**src/hw/mcrb_pkg.sv**
```systemverilog
// Purpose: Constants for the modem control register bank.
// Assumes: Single 100 MHz clock, synchronous active-high reset.
// Notes:   Offsets are 3-bit register addresses, fields are bit positions.
// How it works
// - Five 8-bit registers serve the host for control and status monitoring.
// - The host picks a register with three serial address pins or the low three muxed bus lines.
// - In parallel mode the address is caught from the muxed bus by the latch strobe.
// - All registers are read and written except line detect status and identity, which ignore writes.
// - Addresses 0, 1, 2, 3 and 6 decode to mode, interface, detect, tone and identity.
// - Addresses 4 and 5 are reserved locations with no function here.
// - Mode control holds transmit mode in bits 5..2, transmit enable in 1, originate in 0.
// - Originate set sends low band and hears high band; clear does the opposite.
// - Transmit enable gates the analog transmit output.
// - Answer tone and tone dialling reach the line only while transmit is enabled.
// - Interface control holds pattern, interrupt enable, bypass, clock, reset and test mode.
// - Line detect status reports rx data, marks, carrier, answer tone, progress, long loop.
// - Tone control holds rx data gate, answer tone, tone dial enable and the digit code.
package mcrb_pkg;

  localparam int          DATA_W          = 8;
  localparam int          ADDR_W          = 3;

  localparam logic [2:0]  ADDR_LINE_MODE  = 3'h0;
  localparam logic [2:0]  ADDR_HOST_IF    = 3'h1;
  localparam logic [2:0]  ADDR_DETECT     = 3'h2;
  localparam logic [2:0]  ADDR_TONE       = 3'h3;
  localparam logic [2:0]  ADDR_RSVD_A     = 3'h4;
  localparam logic [2:0]  ADDR_RSVD_B     = 3'h5;
  localparam logic [2:0]  ADDR_IDENTITY   = 3'h6;

  // Mode control fields
  localparam int          LM_ORIG_BIT     = 0;
  localparam int          LM_TXEN_BIT     = 1;
  localparam int          LM_MODE_LSB     = 2;
  localparam int          LM_MODE_W       = 4;
  localparam logic [7:0]  LM_MASK         = 8'h3f;
  localparam logic [3:0]  LM_MODE_PWRDN   = 4'h0;

  // Interface control fields
  localparam int          HI_TEST_LSB     = 0;
  localparam int          HI_RESET_BIT    = 2;
  localparam int          HI_CLK_BIT      = 3;
  localparam int          HI_BYPASS_BIT   = 4;
  localparam int          HI_DETINT_BIT   = 5;
  localparam int          HI_PATT_LSB     = 6;
  localparam logic [7:0]  HI_MASK         = 8'hff;

  // Detect status fields, six live bits
  localparam int          DET_W           = 6;
  localparam logic [7:0]  DET_MASK        = 8'h3f;

  // Tone control fields
  localparam int          TC_DIGIT_LSB    = 0;
  localparam int          TC_DTMF_BIT     = 4;
  localparam int          TC_ANS_BIT      = 5;
  localparam int          TC_RXGATE_BIT   = 7;
  localparam logic [7:0]  TC_MASK         = 8'hbf;

  // Identity code sits in the upper nibble
  localparam int          ID_LSB          = 4;

  localparam logic [7:0]  RESET_VAL       = 8'h00;

endpackage : mcrb_pkg

```
**src/hw/mcrb_top.sv**
```systemverilog
// Purpose: Host-facing register bank of a single-chip modem, serial or muxed parallel port.
// Assumes: All pins are synchronous to mclk_in; active-low strobes are sampled each cycle.
// Notes:   Control fields leave as registered outputs; ce_in low freezes every flip-flop unless rst_in is high.
`timescale 1ns/1ns
`default_nettype none
module mcrb_top #(
  parameter logic [3:0] PART_ID = 4'h5  // Arbitrary identification value
) (
  input  wire logic             mclk_in,
  input  wire logic             rst_in,
  input  wire logic             ce_in,
  input  wire logic             serial_mode_in,
  // Serial control port
  input  wire logic             serial_reg_addr_0_in,
  input  wire logic             serial_reg_addr_1_in,
  input  wire logic             serial_reg_addr_2_in,
  input  wire logic             exclk_in,
  input  wire logic             serial_data_in,
  output logic                  serial_data_out,
  output logic                  serial_data_oe_out,
  // Muxed parallel control port
  input  wire logic [7:0]       muxed_bus_in,
  output logic      [7:0]       muxed_bus_out,
  output logic                  muxed_bus_oe_out,
  input  wire logic             addr_latch_in,
  input  wire logic             chip_sel_n_in,
  // Shared strobes
  input  wire logic             read_n_in,
  input  wire logic             write_n_in,
  // Monitored line conditions
  input  wire logic [5:0]       line_detect_in,
  // Control fields towards the modem core
  output logic                  originate_out,
  output logic                  tx_enable_out,
  output logic      [3:0]       tx_mode_out,
  output logic                  power_down_out,
  output logic                  analog_transmit_out,
  output logic                  answer_tone_tx_out,
  output logic                  dtmf_tx_out,
  output logic      [3:0]       dtmf_digit_out,
  output logic                  rx_data_gate_out,
  output logic      [1:0]       tx_pattern_out,
  output logic                  detect_int_en_out,
  output logic                  bypass_scrambler_out,
  output logic                  clk_control_out,
  output logic                  soft_reset_out,
  output logic      [1:0]       test_mode_out
);

  if (mcrb_pkg::DATA_W != 8 || mcrb_pkg::ADDR_W != 3) begin : g_width_check
    $error("Register bank is built for 8-bit data and 3-bit addresses");
  end

  typedef enum logic [2:0] {
    ACC_IDLE  = 3'b001,
    ACC_READ  = 3'b010,
    ACC_WRITE = 3'b100
  } mcrb_acc_e;

  mcrb_acc_e    acc_reg;
  mcrb_acc_e    acc_next;

  logic [7:0]   line_mode_control_reg;
  logic [7:0]   host_interface_control_reg;
  logic [7:0]   line_detect_status_reg;
  logic [7:0]   tone_control_reg;

  logic         exclk_prev_reg;
  logic         read_n_prev_reg;
  logic         write_n_prev_reg;
  logic         ale_prev_reg;
  logic [2:0]   par_addr_reg;
  logic [7:0]   par_wdata_reg;
  logic [7:0]   ser_shift_in_reg;
  logic [7:0]   ser_shift_out_reg;
  logic [2:0]   ser_bit_cnt_reg;

  logic [2:0]   ser_addr;
  logic [2:0]   acc_addr;
  logic         exclk_fall;
  logic         read_fall;
  logic         write_rise;
  logic         ale_fall;
  logic         par_sel;
  logic         wr_commit;
  logic [7:0]   wr_data;
  logic [7:0]   rd_data;
  logic [3:0]   mode_field;
  logic         pwr_down;
  logic         tx_live;

  assign ser_addr   = {serial_reg_addr_2_in, serial_reg_addr_1_in, serial_reg_addr_0_in};
  assign exclk_fall = exclk_prev_reg & ~exclk_in;
  assign read_fall  = read_n_prev_reg & ~read_n_in;
  assign write_rise = ~write_n_prev_reg & write_n_in;
  assign ale_fall   = ale_prev_reg & ~addr_latch_in;
  assign par_sel    = ~serial_mode_in & ~chip_sel_n_in;

  assign acc_addr   = serial_mode_in ? ser_addr : par_addr_reg;
  assign wr_data    = serial_mode_in ? ser_shift_in_reg : par_wdata_reg;
  assign wr_commit  = write_rise & (acc_reg == ACC_WRITE);

  // Strobe edge history
  always_ff @(posedge mclk_in) begin
    if (rst_in) begin
      exclk_prev_reg   <= 1'b1;
      read_n_prev_reg  <= 1'b1;
      write_n_prev_reg <= 1'b1;
      ale_prev_reg     <= 1'b0;
    end else if (ce_in) begin
      exclk_prev_reg   <= exclk_in;
      read_n_prev_reg  <= read_n_in;
      write_n_prev_reg <= write_n_in;
      ale_prev_reg     <= addr_latch_in;
    end
  end

  always_ff @(posedge mclk_in) begin
    if (rst_in) begin
      par_addr_reg <= 3'h0;
    end else if (ce_in && !serial_mode_in && ale_fall) begin
      par_addr_reg <= muxed_bus_in[2:0];
    end
  end

  // Access phase tracking
  always_comb begin
    acc_next = acc_reg;
    unique case (acc_reg)
      ACC_IDLE: begin
        if ((serial_mode_in || par_sel) && !read_n_in) begin
          acc_next = ACC_READ;
        end else if ((serial_mode_in || par_sel) && !write_n_in) begin
          acc_next = ACC_WRITE;
        end
      end
      ACC_READ: begin
        if (read_n_in) begin
          acc_next = ACC_IDLE;
        end
      end
      ACC_WRITE: begin
        if (write_n_in) begin
          acc_next = ACC_IDLE;
        end
      end
      default: acc_next = ACC_IDLE;
    endcase
  end

  always_ff @(posedge mclk_in) begin
    if (rst_in) begin
      acc_reg <= ACC_IDLE;
    end else if (ce_in) begin
      acc_reg <= acc_next;
    end
  end

  // Parallel write data follows the bus while the write strobe is low
  always_ff @(posedge mclk_in) begin
    if (rst_in) begin
      par_wdata_reg <= 8'h00;
    end else if (ce_in && par_sel && !write_n_in) begin
      par_wdata_reg <= muxed_bus_in;
    end
  end

  // Serial write shifter, LSB first on falling clock edges
  always_ff @(posedge mclk_in) begin
    if (rst_in) begin
      ser_shift_in_reg <= 8'h00;
    end else if (ce_in && serial_mode_in && read_n_in && exclk_fall) begin
      ser_shift_in_reg <= {serial_data_in, ser_shift_in_reg[7:1]};
    end
  end

  always_comb begin
    unique case (acc_addr)
      mcrb_pkg::ADDR_LINE_MODE: rd_data = line_mode_control_reg;
      mcrb_pkg::ADDR_HOST_IF:   rd_data = host_interface_control_reg;
      mcrb_pkg::ADDR_DETECT:    rd_data = line_detect_status_reg;
      mcrb_pkg::ADDR_TONE:      rd_data = tone_control_reg;
      mcrb_pkg::ADDR_IDENTITY:  rd_data = {PART_ID, 4'h0};
      default:                  rd_data = 8'h00;
    endcase
  end

  always_ff @(posedge mclk_in) begin
    if (rst_in) begin
      line_mode_control_reg <= mcrb_pkg::RESET_VAL;
    end else if (ce_in && wr_commit && acc_addr == mcrb_pkg::ADDR_LINE_MODE) begin
      line_mode_control_reg <= wr_data & mcrb_pkg::LM_MASK;
    end
  end

  always_ff @(posedge mclk_in) begin
    if (rst_in) begin
      host_interface_control_reg <= mcrb_pkg::RESET_VAL;
    end else if (ce_in && wr_commit && acc_addr == mcrb_pkg::ADDR_HOST_IF) begin
      host_interface_control_reg <= wr_data & mcrb_pkg::HI_MASK;
    end
  end

  always_ff @(posedge mclk_in) begin
    if (rst_in) begin
      tone_control_reg <= mcrb_pkg::RESET_VAL;
    end else if (ce_in && wr_commit && acc_addr == mcrb_pkg::ADDR_TONE) begin
      tone_control_reg <= wr_data & mcrb_pkg::TC_MASK;
    end
  end

  always_ff @(posedge mclk_in) begin
    if (rst_in) begin
      line_detect_status_reg <= mcrb_pkg::RESET_VAL;
    end else if (ce_in) begin
      line_detect_status_reg <= {2'b00, line_detect_in} & mcrb_pkg::DET_MASK;
    end
  end

  // Serial read: load on read fall, then one bit per falling clock
  always_ff @(posedge mclk_in) begin
    if (rst_in) begin
      ser_shift_out_reg <= 8'h00;
      ser_bit_cnt_reg   <= 3'h0;
      serial_data_out   <= 1'b0;
    end else if (ce_in && serial_mode_in) begin
      if (read_fall) begin
        ser_shift_out_reg <= {1'b0, rd_data[7:1]};
        ser_bit_cnt_reg   <= 3'h0;
        serial_data_out   <= rd_data[0];
      end else if (!read_n_in && exclk_fall && ser_bit_cnt_reg != 3'h7) begin
        ser_shift_out_reg <= {1'b0, ser_shift_out_reg[7:1]};
        ser_bit_cnt_reg   <= ser_bit_cnt_reg + 3'h1;
        serial_data_out   <= ser_shift_out_reg[0];
      end
    end
  end

  // Data leaves only while the read strobe is low
  always_ff @(posedge mclk_in) begin
    if (rst_in) begin
      serial_data_oe_out <= 1'b0;
    end else if (ce_in) begin
      serial_data_oe_out <= serial_mode_in & ~read_n_in;
    end
  end

  // Parallel read drives the bus while selected, read is low and the address latch strobe is low
  always_ff @(posedge mclk_in) begin
    if (rst_in) begin
      muxed_bus_out    <= 8'h00;
      muxed_bus_oe_out <= 1'b0;
    end else if (ce_in) begin
      muxed_bus_out    <= rd_data;
      muxed_bus_oe_out <= par_sel & ~read_n_in & ~addr_latch_in;
    end
  end

  assign mode_field = line_mode_control_reg[mcrb_pkg::LM_MODE_LSB +: mcrb_pkg::LM_MODE_W];
  assign pwr_down   = (mode_field == mcrb_pkg::LM_MODE_PWRDN);
  assign tx_live    = line_mode_control_reg[mcrb_pkg::LM_TXEN_BIT] & ~pwr_down;

  // Mode control fields towards the modem core
  always_ff @(posedge mclk_in) begin
    if (rst_in) begin
      originate_out       <= 1'b0;
      tx_enable_out       <= 1'b0;
      tx_mode_out         <= 4'h0;
      power_down_out      <= 1'b1;
      analog_transmit_out <= 1'b0;
    end else if (ce_in) begin
      originate_out       <= line_mode_control_reg[mcrb_pkg::LM_ORIG_BIT];
      tx_enable_out       <= line_mode_control_reg[mcrb_pkg::LM_TXEN_BIT];
      tx_mode_out         <= mode_field;
      power_down_out      <= pwr_down;
      analog_transmit_out <= tx_live;
    end
  end

  // Tone sources towards the transmitter, plus the rx data gate
  always_ff @(posedge mclk_in) begin
    if (rst_in) begin
      answer_tone_tx_out <= 1'b0;
      dtmf_tx_out        <= 1'b0;
      dtmf_digit_out     <= 4'h0;
      rx_data_gate_out   <= 1'b0;
    end else if (ce_in) begin
      answer_tone_tx_out <= tone_control_reg[mcrb_pkg::TC_ANS_BIT] & tx_live;
      dtmf_tx_out        <= tone_control_reg[mcrb_pkg::TC_DTMF_BIT] & tx_live;
      dtmf_digit_out     <= tone_control_reg[mcrb_pkg::TC_DIGIT_LSB +: 4];
      rx_data_gate_out   <= tone_control_reg[mcrb_pkg::TC_RXGATE_BIT];
    end
  end

  // Interface control fields
  always_ff @(posedge mclk_in) begin
    if (rst_in) begin
      tx_pattern_out       <= 2'h0;
      detect_int_en_out    <= 1'b0;
      bypass_scrambler_out <= 1'b0;
      clk_control_out      <= 1'b0;
      soft_reset_out       <= 1'b0;
      test_mode_out        <= 2'h0;
    end else if (ce_in) begin
      tx_pattern_out       <= host_interface_control_reg[mcrb_pkg::HI_PATT_LSB +: 2];
      detect_int_en_out    <= host_interface_control_reg[mcrb_pkg::HI_DETINT_BIT];
      bypass_scrambler_out <= host_interface_control_reg[mcrb_pkg::HI_BYPASS_BIT];
      clk_control_out      <= host_interface_control_reg[mcrb_pkg::HI_CLK_BIT];
      soft_reset_out       <= host_interface_control_reg[mcrb_pkg::HI_RESET_BIT];
      test_mode_out        <= host_interface_control_reg[mcrb_pkg::HI_TEST_LSB +: 2];
    end
  end

endmodule : mcrb_top
`default_nettype wire

```
**config.mk**
```make
export PLATFORM = sky130hd
export DESIGN_NAME = mcrb_top
export DESIGN_NICKNAME = d
export VERILOG_FILES = /design/src/hw/mcrb_pkg.sv /design/src/hw/mcrb_top.sv
export SDC_FILE = /design/constraint.sdc
export NUM_CORES = 1
export LEC_CHECK = 0
export BUFFER_PORTS_ARGS = -buffer_cell sky130_fd_sc_hd__buf_2
export CAP_MARGIN = 20
export CORE_UTILIZATION = 50
export DETAILED_ROUTE_END_ITERATION = 7
export PLACE_DENSITY = 0.71
export SLEW_MARGIN = 20
export SYNTH_ARGS = -nofsm -noshare
export SYNTH_HDL_FRONTEND = slang
export SYNTH_SLANG_ARGS = --single-unit
```
**constraint.sdc**
```tcl
create_clock -name mclk_in -period 4.37 [get_ports mclk_in]
set_clock_uncertainty 0.1 [all_clocks]
set_input_delay 0.874 -clock mclk_in [delete_from_list [all_inputs] [get_ports mclk_in]]
set_output_delay 0.874 -clock mclk_in [all_outputs]
set_load 0.02 [all_outputs]
```
==> results.tsv, run 1 <==
stage	metric	value	unit
run_status	outcome	completed	
synth	syn_area_per_cell	9.516	um^2
placed_design	io_buffer_count	60	
critical_path	cpMaxStageDelayCell	a2111oi_4	
timing	rsz0062_at_grt	false	
timing	timing.fmax	375.2	MHz
timing	finalHoldViolations	0	
synth	synth-edff-count	0	
critical_path	reg2reg_from	par_addr_reg[1]	
synth	synth_flop_cell	dfxtp_1	
die	io_pins	61	
cells_and_area	final_util	58.99	%
critical_path	crit_buf_inv	1	
synth	yosysMostFrequentCell	dfxtp_1	
global_route	grt_overflow	0	
critical_path	crit_chain	buf_2 > or3b_1 > a2111oi_4 > nor2_1 > a211oi_1	
synth	yosys_warnings	0	
timing	fin_ws	1705	ps
job	max-cap-violations	0	
critical_path	crit_required	4530	ps
power_and_ir_drop	power_density	363.2	nW/um^2
timing	period_needed	2665	ps
cells_and_area	antenna_cells	0	
cells_and_area	drive_gt1_share	18.13	%
die	rows	32	
synth	ys_async_sr_fraction	0	%
timing	tns	0	ps
die	fp.dieH	92.57	um
synth	synthCells	431	
route	wl	8846	um
clock_tree	cts_setup_buffers	0	
timing	final_max_slew_viol_count	0	
die	die_w	92.57	um
critical_path	arrival	2820	ps
route	vias	3206	
clock_tree	htreeDepth	3	
synth	synthTopCellsByCount	dfxtp_1 (97), nor2_1 (69), mux2i_1 (58)	
global_route	grt_pass1_wl	14180	um
route	drc	0	
cells_and_area	final_nets	504	
cells_and_area	final_area	4629	um^2
timing	maxSlewHeadroom	36.56	%
synth	syn_area	4101	um^2
critical_path	crit_family	compound AO/OA/AOI/OAI gates	
worst_hold_path	worstHoldStart	par_wdata_reg[1]	
synth	ys_ff_latch	97	
critical_path	crit_path_max_incr_delay	760	ps
clock_tree	holdBufCountCts	0	
critical_path	crit_path_end_kind	register	
timing	fin_crit_sh	60.99	%
critical_path	worst_setup_path_start_kind	input pin	
placed_design	gp_congestion	0.7684	
clock_tree	cts.sinks	97	
placed_design	dp_hpwl	6385	um
synth	syn_nets	460	
clock_tree	clock_latency	350	ps
global_route	first_global_vias	2897	
clock_tree	cts-root-buf	clkbuf_8	
global_route	antenna_found_initial	0	
die	start_util	52.26	%
synth	synth_area_leader_cell	dfxtp_1	
route	dr.pass1.iters	4	
synth	ys_seq_area_share	47.35	%
route	drt_iter0_drc	141	
clock_tree	numCtsBuffers	9	
route	drtAntennaViolNets	0	
synth	synth_cell_types	48	
critical_path	crit_start	serial_mode_in	
global_route	grt_max_degree	67	
timing	worst_slew_pin_slew	944.3	ps
route	wl_per_cell	15.20	um
die	core_area	7848	um^2
critical_path	criticalPathCategory	input pin to register	
synth	synthTopCellsByArea	dfxtp_1 (47%), mux2i_1 (14%), nor2_1 (6.3%)	
power_and_ir_drop	p_leak	1.887	nW
placed_design	dpl-instance-area	4400	um^2
critical_path	worst-path-max-fanout	23	
timing	setup_viol	0	
clock_tree	cts-resized-gates	0	
cells_and_area	num-fill-cells	723	
die	die-area	8569	um^2
power_and_ir_drop	ir_drop	0.0002048	V
clock_tree	cts.clk_slew.worst_paths	100	ps
placed_design	post-place-ws	1333	ps
worst_hold_path	min_path_type	register to register	
route	viasPerCell	5.509	
synth	synth.top_cell.area_share	47.35	%
global_route	track_usage	21.17	%
clock_tree	clock_path_buffers	2	
clock_tree	cts_tree	built	
cells_and_area	syn_to_final_growth	12.87	%
## through the flow
stage	std cells	power, mW	hold slack [ps]
final	582	1.682	364.4
after global routing	582	1.741	392.2
after global placement	566	1.050	345.4
after detailed placement	566	1.053	356.7
after CTS	582	1.690	368.6
after floorplan	431	1.017	335.6
## layer usage
layer	GRT usage (%)	up-vias	wire length [um]
met5	0	-	0
met3	3.202	10	257
met2	34.26	59	4151
met1	29.03	1528	4334
li1	-	1609	-
met4	6.510	0	102
## layout make-up
type,instances,area (um^2),share of cell area (%)
Clock buffer,11,141.4,3.054
Sequential cell,97,1942,41.95
Inverter,5,18.77,0.4054
Clock inverter,5,85.08,1.838
Timing Repair Buffer,62,317.8,6.865
Multi-Input combinational cell,300,1997,43.14
Tap cell,102,127.6,2.757
## kinds of logic (layout without fill, tap and decap cells)
logic type | Yosys count | after routing | share of synthesized area [%]
adder cells (fa/ha/maj) | 2 | 2 | 0.6100
AO/OA/AOI/OAI | 79 | 79 | 14.55
multiplexers | 60 | 60 | 14.86
AND/OR/NAND/NOR | 159 | 159 | 18.67
flip-flops | 97 | 97 | 47.35
buffers and inverters | 34 | 83 | 3.966
## worst min-delay path, stage by stage, from the launching register on
cell,delay [ps]
dfxtp_1,320
nand2_1,50
a21oi_1,50
## worst paths after layout
path	to	depth (start not counted)	slack (ps)
setup reg to reg	tone_control_reg[0]	4	2190
setup / recovery	host_interface_control_reg[0]	5	1700
hold reg to reg	par_wdata_reg[1]	2	360
hold / removal	par_wdata_reg[1]	2	360
## power breakdown
group          internal (mW)  switching [mW]
clock                  0.343           0.307
sequential             0.898          0.0101
combinational         0.0475          0.0762
## cell usage in the layout, fill, tap and decap left out, drive strengths merged, types with 3 or more instances in the layout
| cell type | Yosys | routed |
|---|---|---|
| a211o | 3 | 3 |
| nor3 | 4 | 4 |
| nor3b | 5 | 5 |
| buf | 10 | 62 |
| or3 | 3 | 3 |
| mux2i | 59 | 59 |
| o21ai | 3 | 3 |
| clkbuf | 19 | 11 |
| nand2b | 11 | 11 |
| or2 | 6 | 6 |
| nand2 | 32 | 32 |
| a211oi | 21 | 21 |
| inv | 5 | 7 |
| and2 | 4 | 4 |
| dfxtp | 97 | 97 |
| nor4 | 3 | 3 |
| nor2b | 5 | 5 |
| nor2 | 69 | 69 |
| o221ai | 6 | 6 |
| a21oi | 24 | 24 |
| o22a | 5 | 5 |
| nand3b | 9 | 9 |
Power figures use the tool's default switching activity.
==> run 2: changes to the inputs <==
- clock period: 4.37 -> 2.6 ns (I/O delays scaled with it)
==> run 2 against run 1 <==
  * Setup slack got worse by 1200 ps
  * First-iteration DRC count rose by 70%
  * Clock power rose by 44%
  * Die area did not move
  * Critical path type is now register to register
  * Largest cell class unchanged
==> results.tsv, run 2 (synthesized netlist as in run 1, its figures left out) <==
stage	metric	value	unit	change
clock_tree	holdBufCountCts	0		unchanged
route	viasPerCell	5.437		-1.3%
clock_tree	cts_tree	built		
global_route	track_usage	22.28	%	+1.1 points
route	drc	0		unchanged
power_and_ir_drop	power_frac_seq	57.1	%	+3.1 points
critical_path	worst-path-max-fanout	6		-74%
die	io_pins	61		unchanged
global_route	grt_pass1_wl	14900	um	+5.1%
clock_tree	htreeDepth	3		unchanged
route	drtAntennaViolNets	0		unchanged
power_and_ir_drop	p_clk_share	35.0	%	-3.6 points
placed_design	dp_hpwl	6578	um	+3.0%
global_route	first_global_vias	3099		+7.0%
cells_and_area	mostFrequentLayoutCells	dfxtp_1 (97), nor2_1 (69), buf_2 (60)		
placed_design	io_buffer_count	60		unchanged
timing	finalHoldViolations	0		unchanged
global_route	grt_overflow	0		unchanged
timing	maxSlewHeadroom	61.20	%	+25 points
worst_hold_path	min_path_type	input pin to register		
clock_tree	cts-resized-gates	0		unchanged
clock_tree	numCtsBuffers	9		unchanged
die	die-area	8569	um^2	unchanged
critical_path	crit_path_end_kind	register		
clock_tree	cts.clk_slew.worst_paths	100	ps	about the same
die	start_util	52.26	%	unchanged
timing	timing.fmax	486.9	MHz	
power_and_ir_drop	power_frac_comb	8.0	%	+0.6 points
die	fp.dieH	92.57	um	unchanged
clock_tree	cts-root-buf	clkbuf_8		
cells_and_area	drive_gt1_share	19.67	%	+1.5 points
die	rows	32		unchanged
critical_path	arrival	2230	ps	-590 ps
global_route	grt_max_degree	31		-54%
critical_path	crit_required	2770	ps	-1760 ps
placed_design	dpl-instance-area	4461	um^2	+1.4%
timing	rsz0062_at_grt	false		
cells_and_area	final_area	4648	um^2	+0.41%
timing	fin_crit_sh	79.00	%	
route	vias	3208		+0.062%
power_and_ir_drop	p_leak	1.911	nW	+1.3%
timing	setup_viol	0		unchanged
die	die_w	92.57	um	unchanged
route	wl	8978	um	+1.5%
timing	worst_slew_pin_slew	580.7	ps	-363.6 ps
critical_path	worst_setup_path_start_kind	register		
global_route	antenna_found_initial	0		unchanged
clock_tree	cts.sinks	97		unchanged
placed_design	gp_congestion	0.8021		+4.4%
route	wl_per_cell	15.22	um	+0.12%
critical_path	criticalPathCategory	register to register		
clock_tree	clock_path_buffers	2		unchanged
clock_tree	clock_latency	360	ps	about the same
timing	period_needed	2054	ps	
cells_and_area	syn_to_final_growth	13.33	%	
power_and_ir_drop	switchingPower	0.6927	mW	+76%
power_and_ir_drop	switching_share	25.90	%	+2.5 points
cells_and_area	antenna_cells	0		unchanged
power_and_ir_drop	internal_power	1.982	mW	+54%
die	core_area	7848	um^2	unchanged
cells_and_area	num-fill-cells	733		+1.4%
run_status	outcome	completed		
job	max-cap-violations	0		unchanged
power_and_ir_drop	power_density	575.4	nW/um^2	+58%
cells_and_area	final_common_cell	dfxtp_1		
timing	final_max_slew_viol_count	0		unchanged
route	dr.pass1.iters	4		unchanged
cells_and_area	final_nets	512		+1.6%
route	drt_iter0_drc	239		+70%
clock_tree	cts_setup_buffers	0		unchanged
power_and_ir_drop	ir_drop	0.0002913	V	+42%
timing	tns	0	ps	unchanged
-- run 2: changes by cell type in the layout (fill, tap and decap cells not counted) --
cell / change
buf_2: +1
buf_4: +7
bufinv_16: -2
clkbuf_1: -1
clkinv_2: +1
clkinv_4: +1
inv_8: +1
-- run 2: path summary, 6_finish.rpt --
| check | startpoint | endpoint | slack [ps] | cells after the start |
|---|---|---|---|---|
| worst max-delay path | ser_bit_cnt_reg[0] | ser_shift_out_reg[2] | 550 | 6 |
| worst min-delay path | muxed_bus_in[6] | par_wdata_reg[6] | 290 | 3 |
| worst max register to register | ser_bit_cnt_reg[0] | ser_shift_out_reg[2] | 550 | 6 |
| worst min register to register | ser_bit_cnt_reg[2] | ser_bit_cnt_reg[2] | 360 | 2 |
-- run 2: metal layers --
layer	GRT usage (%)	wire [um]	vias to the layer above	share of wire, %
met3	3.695	435	12	4.8
met1	29.89	4302	1498	48
met5	0	0	-	0
met4	8.464	132	0	1.5
met2	35.86	4107	81	46
li1	-	-	1617	-
-- run 2: cell type report --
| cell class | instances | area, um^2 | area share, % |
|---|---|---|---|
| multi-input combinational | 300 | 1997 | 42.96 |
| sequential | 97 | 1942 | 41.78 |
| timing repair buffer | 70 | 375.4 | 8.075 |
| clock buffer | 10 | 137.6 | 2.961 |
| tap | 102 | 127.6 | 2.746 |
| clock inverter | 6 | 50.05 | 1.077 |
| inverter | 5 | 18.77 | 0.4038 |
-- run 2: power by group through the flow --
stage / clock (mW) / sequential [mW] / combinational [mW]
final: 0.935 / 1.53 / 0.213
after floorplan: 0 / 1.56 / 0.146
after global placement: 0 / 1.56 / 0.210
after detailed placement: 0 / 1.56 / 0.213
after CTS: 0.955 / 1.53 / 0.213
after global routing: 1.02 / 1.53 / 0.234
-- run 2: metrics by stage --
stage | instances | setup WS, ps | power (mW) | hold slack, ps | utilization, %
floorplan | 431 | 528.9 | 1.710 | 335.6 | -
global placement | 574 | 259.0 | 1.770 | 341.4 | 56.84
detailed placement | 574 | 229.3 | 1.774 | 348.9 | 56.84
CTS | 590 | 539.8 | 2.696 | 274.6 | 59.23
global route | 590 | 360.4 | 2.785 | 270.5 | 59.23
finish | 590 | 546.0 | 2.675 | 285.2 | 59.23
-- run 2: worst max-delay path, cell delays in order, from the launching register on --
cell and delay, ps:
dfxtp_1 340, ha_1 200, ha_1 170, nor3b_1 280
o21bai_1 190, or3_1 450, o221ai_1 240
==> run 3: changes to the inputs <==
- clock period: 2.6 -> 2 ns (I/O delays scaled with it)
==> run 3 against run 2 <==
  * Core utilization grew 2.5 points
  * Setup slack lost 480 ps
  * Via count grew 1.5%
  * Critical path depth shrank 2
  * Maximum frequency grew 6.2%
  * Global-route usage is essentially flat
  * First-iteration DRC count shrank 46%
  * Critical path type unchanged
  * Design area grew 4.2%
  * Die area is the same
  * Combinational power grew 39%
  * Sequential power grew 30%
==> results.tsv, run 3 (synthesized netlist as in run 1, its figures left out) <==
stage	metric	value	unit	change
power_and_ir_drop	power_frac_seq	54.2	%	-2.9 points
die	core_area	7848	um^2	unchanged
die	die-area	8569	um^2	unchanged
critical_path	worst-path-max-fanout	5		-1
die	die_w	92.57	um	unchanged
critical_path	worst_setup_path_start_kind	register		
timing	maxSlewHeadroom	54.73	%	-6.5 points
clock_tree	htreeDepth	3		unchanged
timing	hold_ws	161.1	ps	-124.1 ps
power_and_ir_drop	power_density	755.7	nW/um^2	+31%
die	start_util	52.26	%	unchanged
cells_and_area	num-fill-cells	682		-7.0%
placed_design	io_buffer_count	60		unchanged
timing	setup_viol	0		unchanged
global_route	grt_overflow	0		unchanged
cells_and_area	syn_to_final_growth	18.12	%	
clock_tree	cts.sinks	97		unchanged
power_and_ir_drop	power_frac_comb	8.1	%	about the same
route	dr.pass1.iters	5		+1
timing	final_max_slew_viol_count	0		unchanged
cells_and_area	antenna_cells	0		unchanged
die	rows	32		unchanged
clock_tree	numCtsBuffers	9		unchanged
power_and_ir_drop	internal_power	2.779	mW	+40%
route	drc	0		unchanged
route	drt_iter0_drc	129		-46%
clock_tree	cts.clk_slew.worst_paths	100	ps	about the same
critical_path	criticalPathCategory	register to register		
critical_path	crit_required	2180	ps	-590 ps
route	wl	9238	um	+2.9%
cells_and_area	final_area	4845	um^2	+4.2%
route	wl_per_cell	15.19	um	-0.15%
run_status	outcome	completed		
global_route	grt_max_degree	51		+65%
critical_path	crit_chain	or3_1 > a2111o_1 > or2_2 > a21oi_1		
power_and_ir_drop	switching_share	24.09	%	-1.8 points
placed_design	dp_hpwl	6502	um	-1.2%
placed_design	dpl-instance-area	4578	um^2	+2.6%
cells_and_area	final_common_cell	dfxtp_1		
timing	period_needed	1935	ps	-119.3 ps
timing	finalHoldViolations	0		unchanged
timing	fin_crit_sh	96.74	%	+18 points
critical_path	crit_path_end_kind	register		
route	drtAntennaViolNets	0		unchanged
placed_design	dpl.cell_count	588		+2.4%
global_route	first_global_vias	3005		-3.0%
critical_path	cpMaxStageDelayCell	or3_1		
power_and_ir_drop	p_clk_share	37.7	%	+2.7 points
critical_path	crit_path_max_incr_delay	480	ps	+30 ps
timing	tns	0	ps	unchanged
timing	timing.fmax	516.9	MHz	+6.2%
cells_and_area	final_cells	608		+3.1%
power_and_ir_drop	p_leak	2.019	nW	+5.7%
job	max-cap-violations	0		unchanged
power_and_ir_drop	ir_drop	0.0004149	V	+42%
global_route	antenna_found_initial	0		unchanged
critical_path	arrival	2120	ps	-110 ps
route	vias	3257		+1.5%
placed_design	gp_congestion	0.8209		+2.3%
cells_and_area	final_util	61.73	%	+2.5 points
clock_tree	cts_tree	built		
cells_and_area	drive_gt1_share	22.53	%	+2.9 points
clock_tree	clock_path_buffers	2		unchanged
placed_design	post-place-ws	-149.2	ps	-378.5 ps
cells_and_area	mostFrequentLayoutCells	dfxtp_1 (97), nor2_1 (69), buf_2 (60)		
clock_tree	clock_latency	360	ps	about the same
clock_tree	cts-root-buf	clkbuf_8		
route	viasPerCell	5.357		-1.5%
power_and_ir_drop	switchingPower	0.8819	mW	+27%
global_route	track_usage	22.33	%	+0.047 points
worst_hold_path	min_path_type	input pin to register		
cells_and_area	final_nets	530		+3.5%
timing	fin_ws	65.25	ps	-480.7 ps
power_and_ir_drop	p_total	3.661	mW	+37%
global_route	grt_pass1_wl	14940	um	+0.23%
die	fp.dieH	92.57	um	unchanged
die	io_pins	61		unchanged
timing	worst_slew_pin_slew	672.9	ps	+92.17 ps
run 3: final timing paths:
| check | from | end | slack (ps) | depth (start not counted) |
|---|---|---|---|---|
| worst max-delay path | par_addr_reg[1] | line_mode_control_reg[1] | 70 | 4 |
| worst min-delay path | muxed_bus_in[7] | par_wdata_reg[7] | 160 | 3 |
| worst max register to register | par_addr_reg[1] | line_mode_control_reg[1] | 70 | 4 |
| worst min register to register | ser_bit_cnt_reg[1] | ser_bit_cnt_reg[1] | 360 | 2 |
run 3: layer usage:
metal,wire (um),GRT usage [%],vias to the layer above
li1,-,-,1660
met2,4250,34.63,81
met5,0,0,-
met4,128,9.505,0
met1,4407,30.57,1505
met3,452,3.777,11
run 3: critical path: cells and delay by family, from the launching register on:
kind               cells  cell delay (ps)
AOI/OAI and AO/OA      2              620
DFF                    1              360
and+or+nand+nor        2              780
run 3: timing repair:
item                                   in CTS  in global routing
hold buffers                                0                  0
endpoints found under the hold margin       0                  0
buffers inserted                            0                  2
setup endpoints to repair                   0                 10
resized for setup                           0                  3
run 3: cell type report:
cell class	instances	area [um^2]	area share (%)
Inverter	5	18.77	0.3874
Multi-Input combinational cell	301	2013	41.55
Clock inverter	4	58.81	1.214
Clock buffer	12	165.2	3.409
Sequential cell	97	1942	40.08
Timing Repair Buffer	87	519.2	10.72
Tap cell	102	127.6	2.634
run 3: power by group through the flow:
stage | combinational (mW) | sequential (mW) | clock (mW)
4_1_cts | 0.294 | 1.99 | 1.42
3_5_place_dp | 0.292 | 2.03 | 0
5_1_grt | 0.322 | 1.99 | 1.48
6_report | 0.296 | 1.99 | 1.38
3_3_place_gp | 0.288 | 2.03 | 0
2_1_floorplan | 0.190 | 2.03 | 0
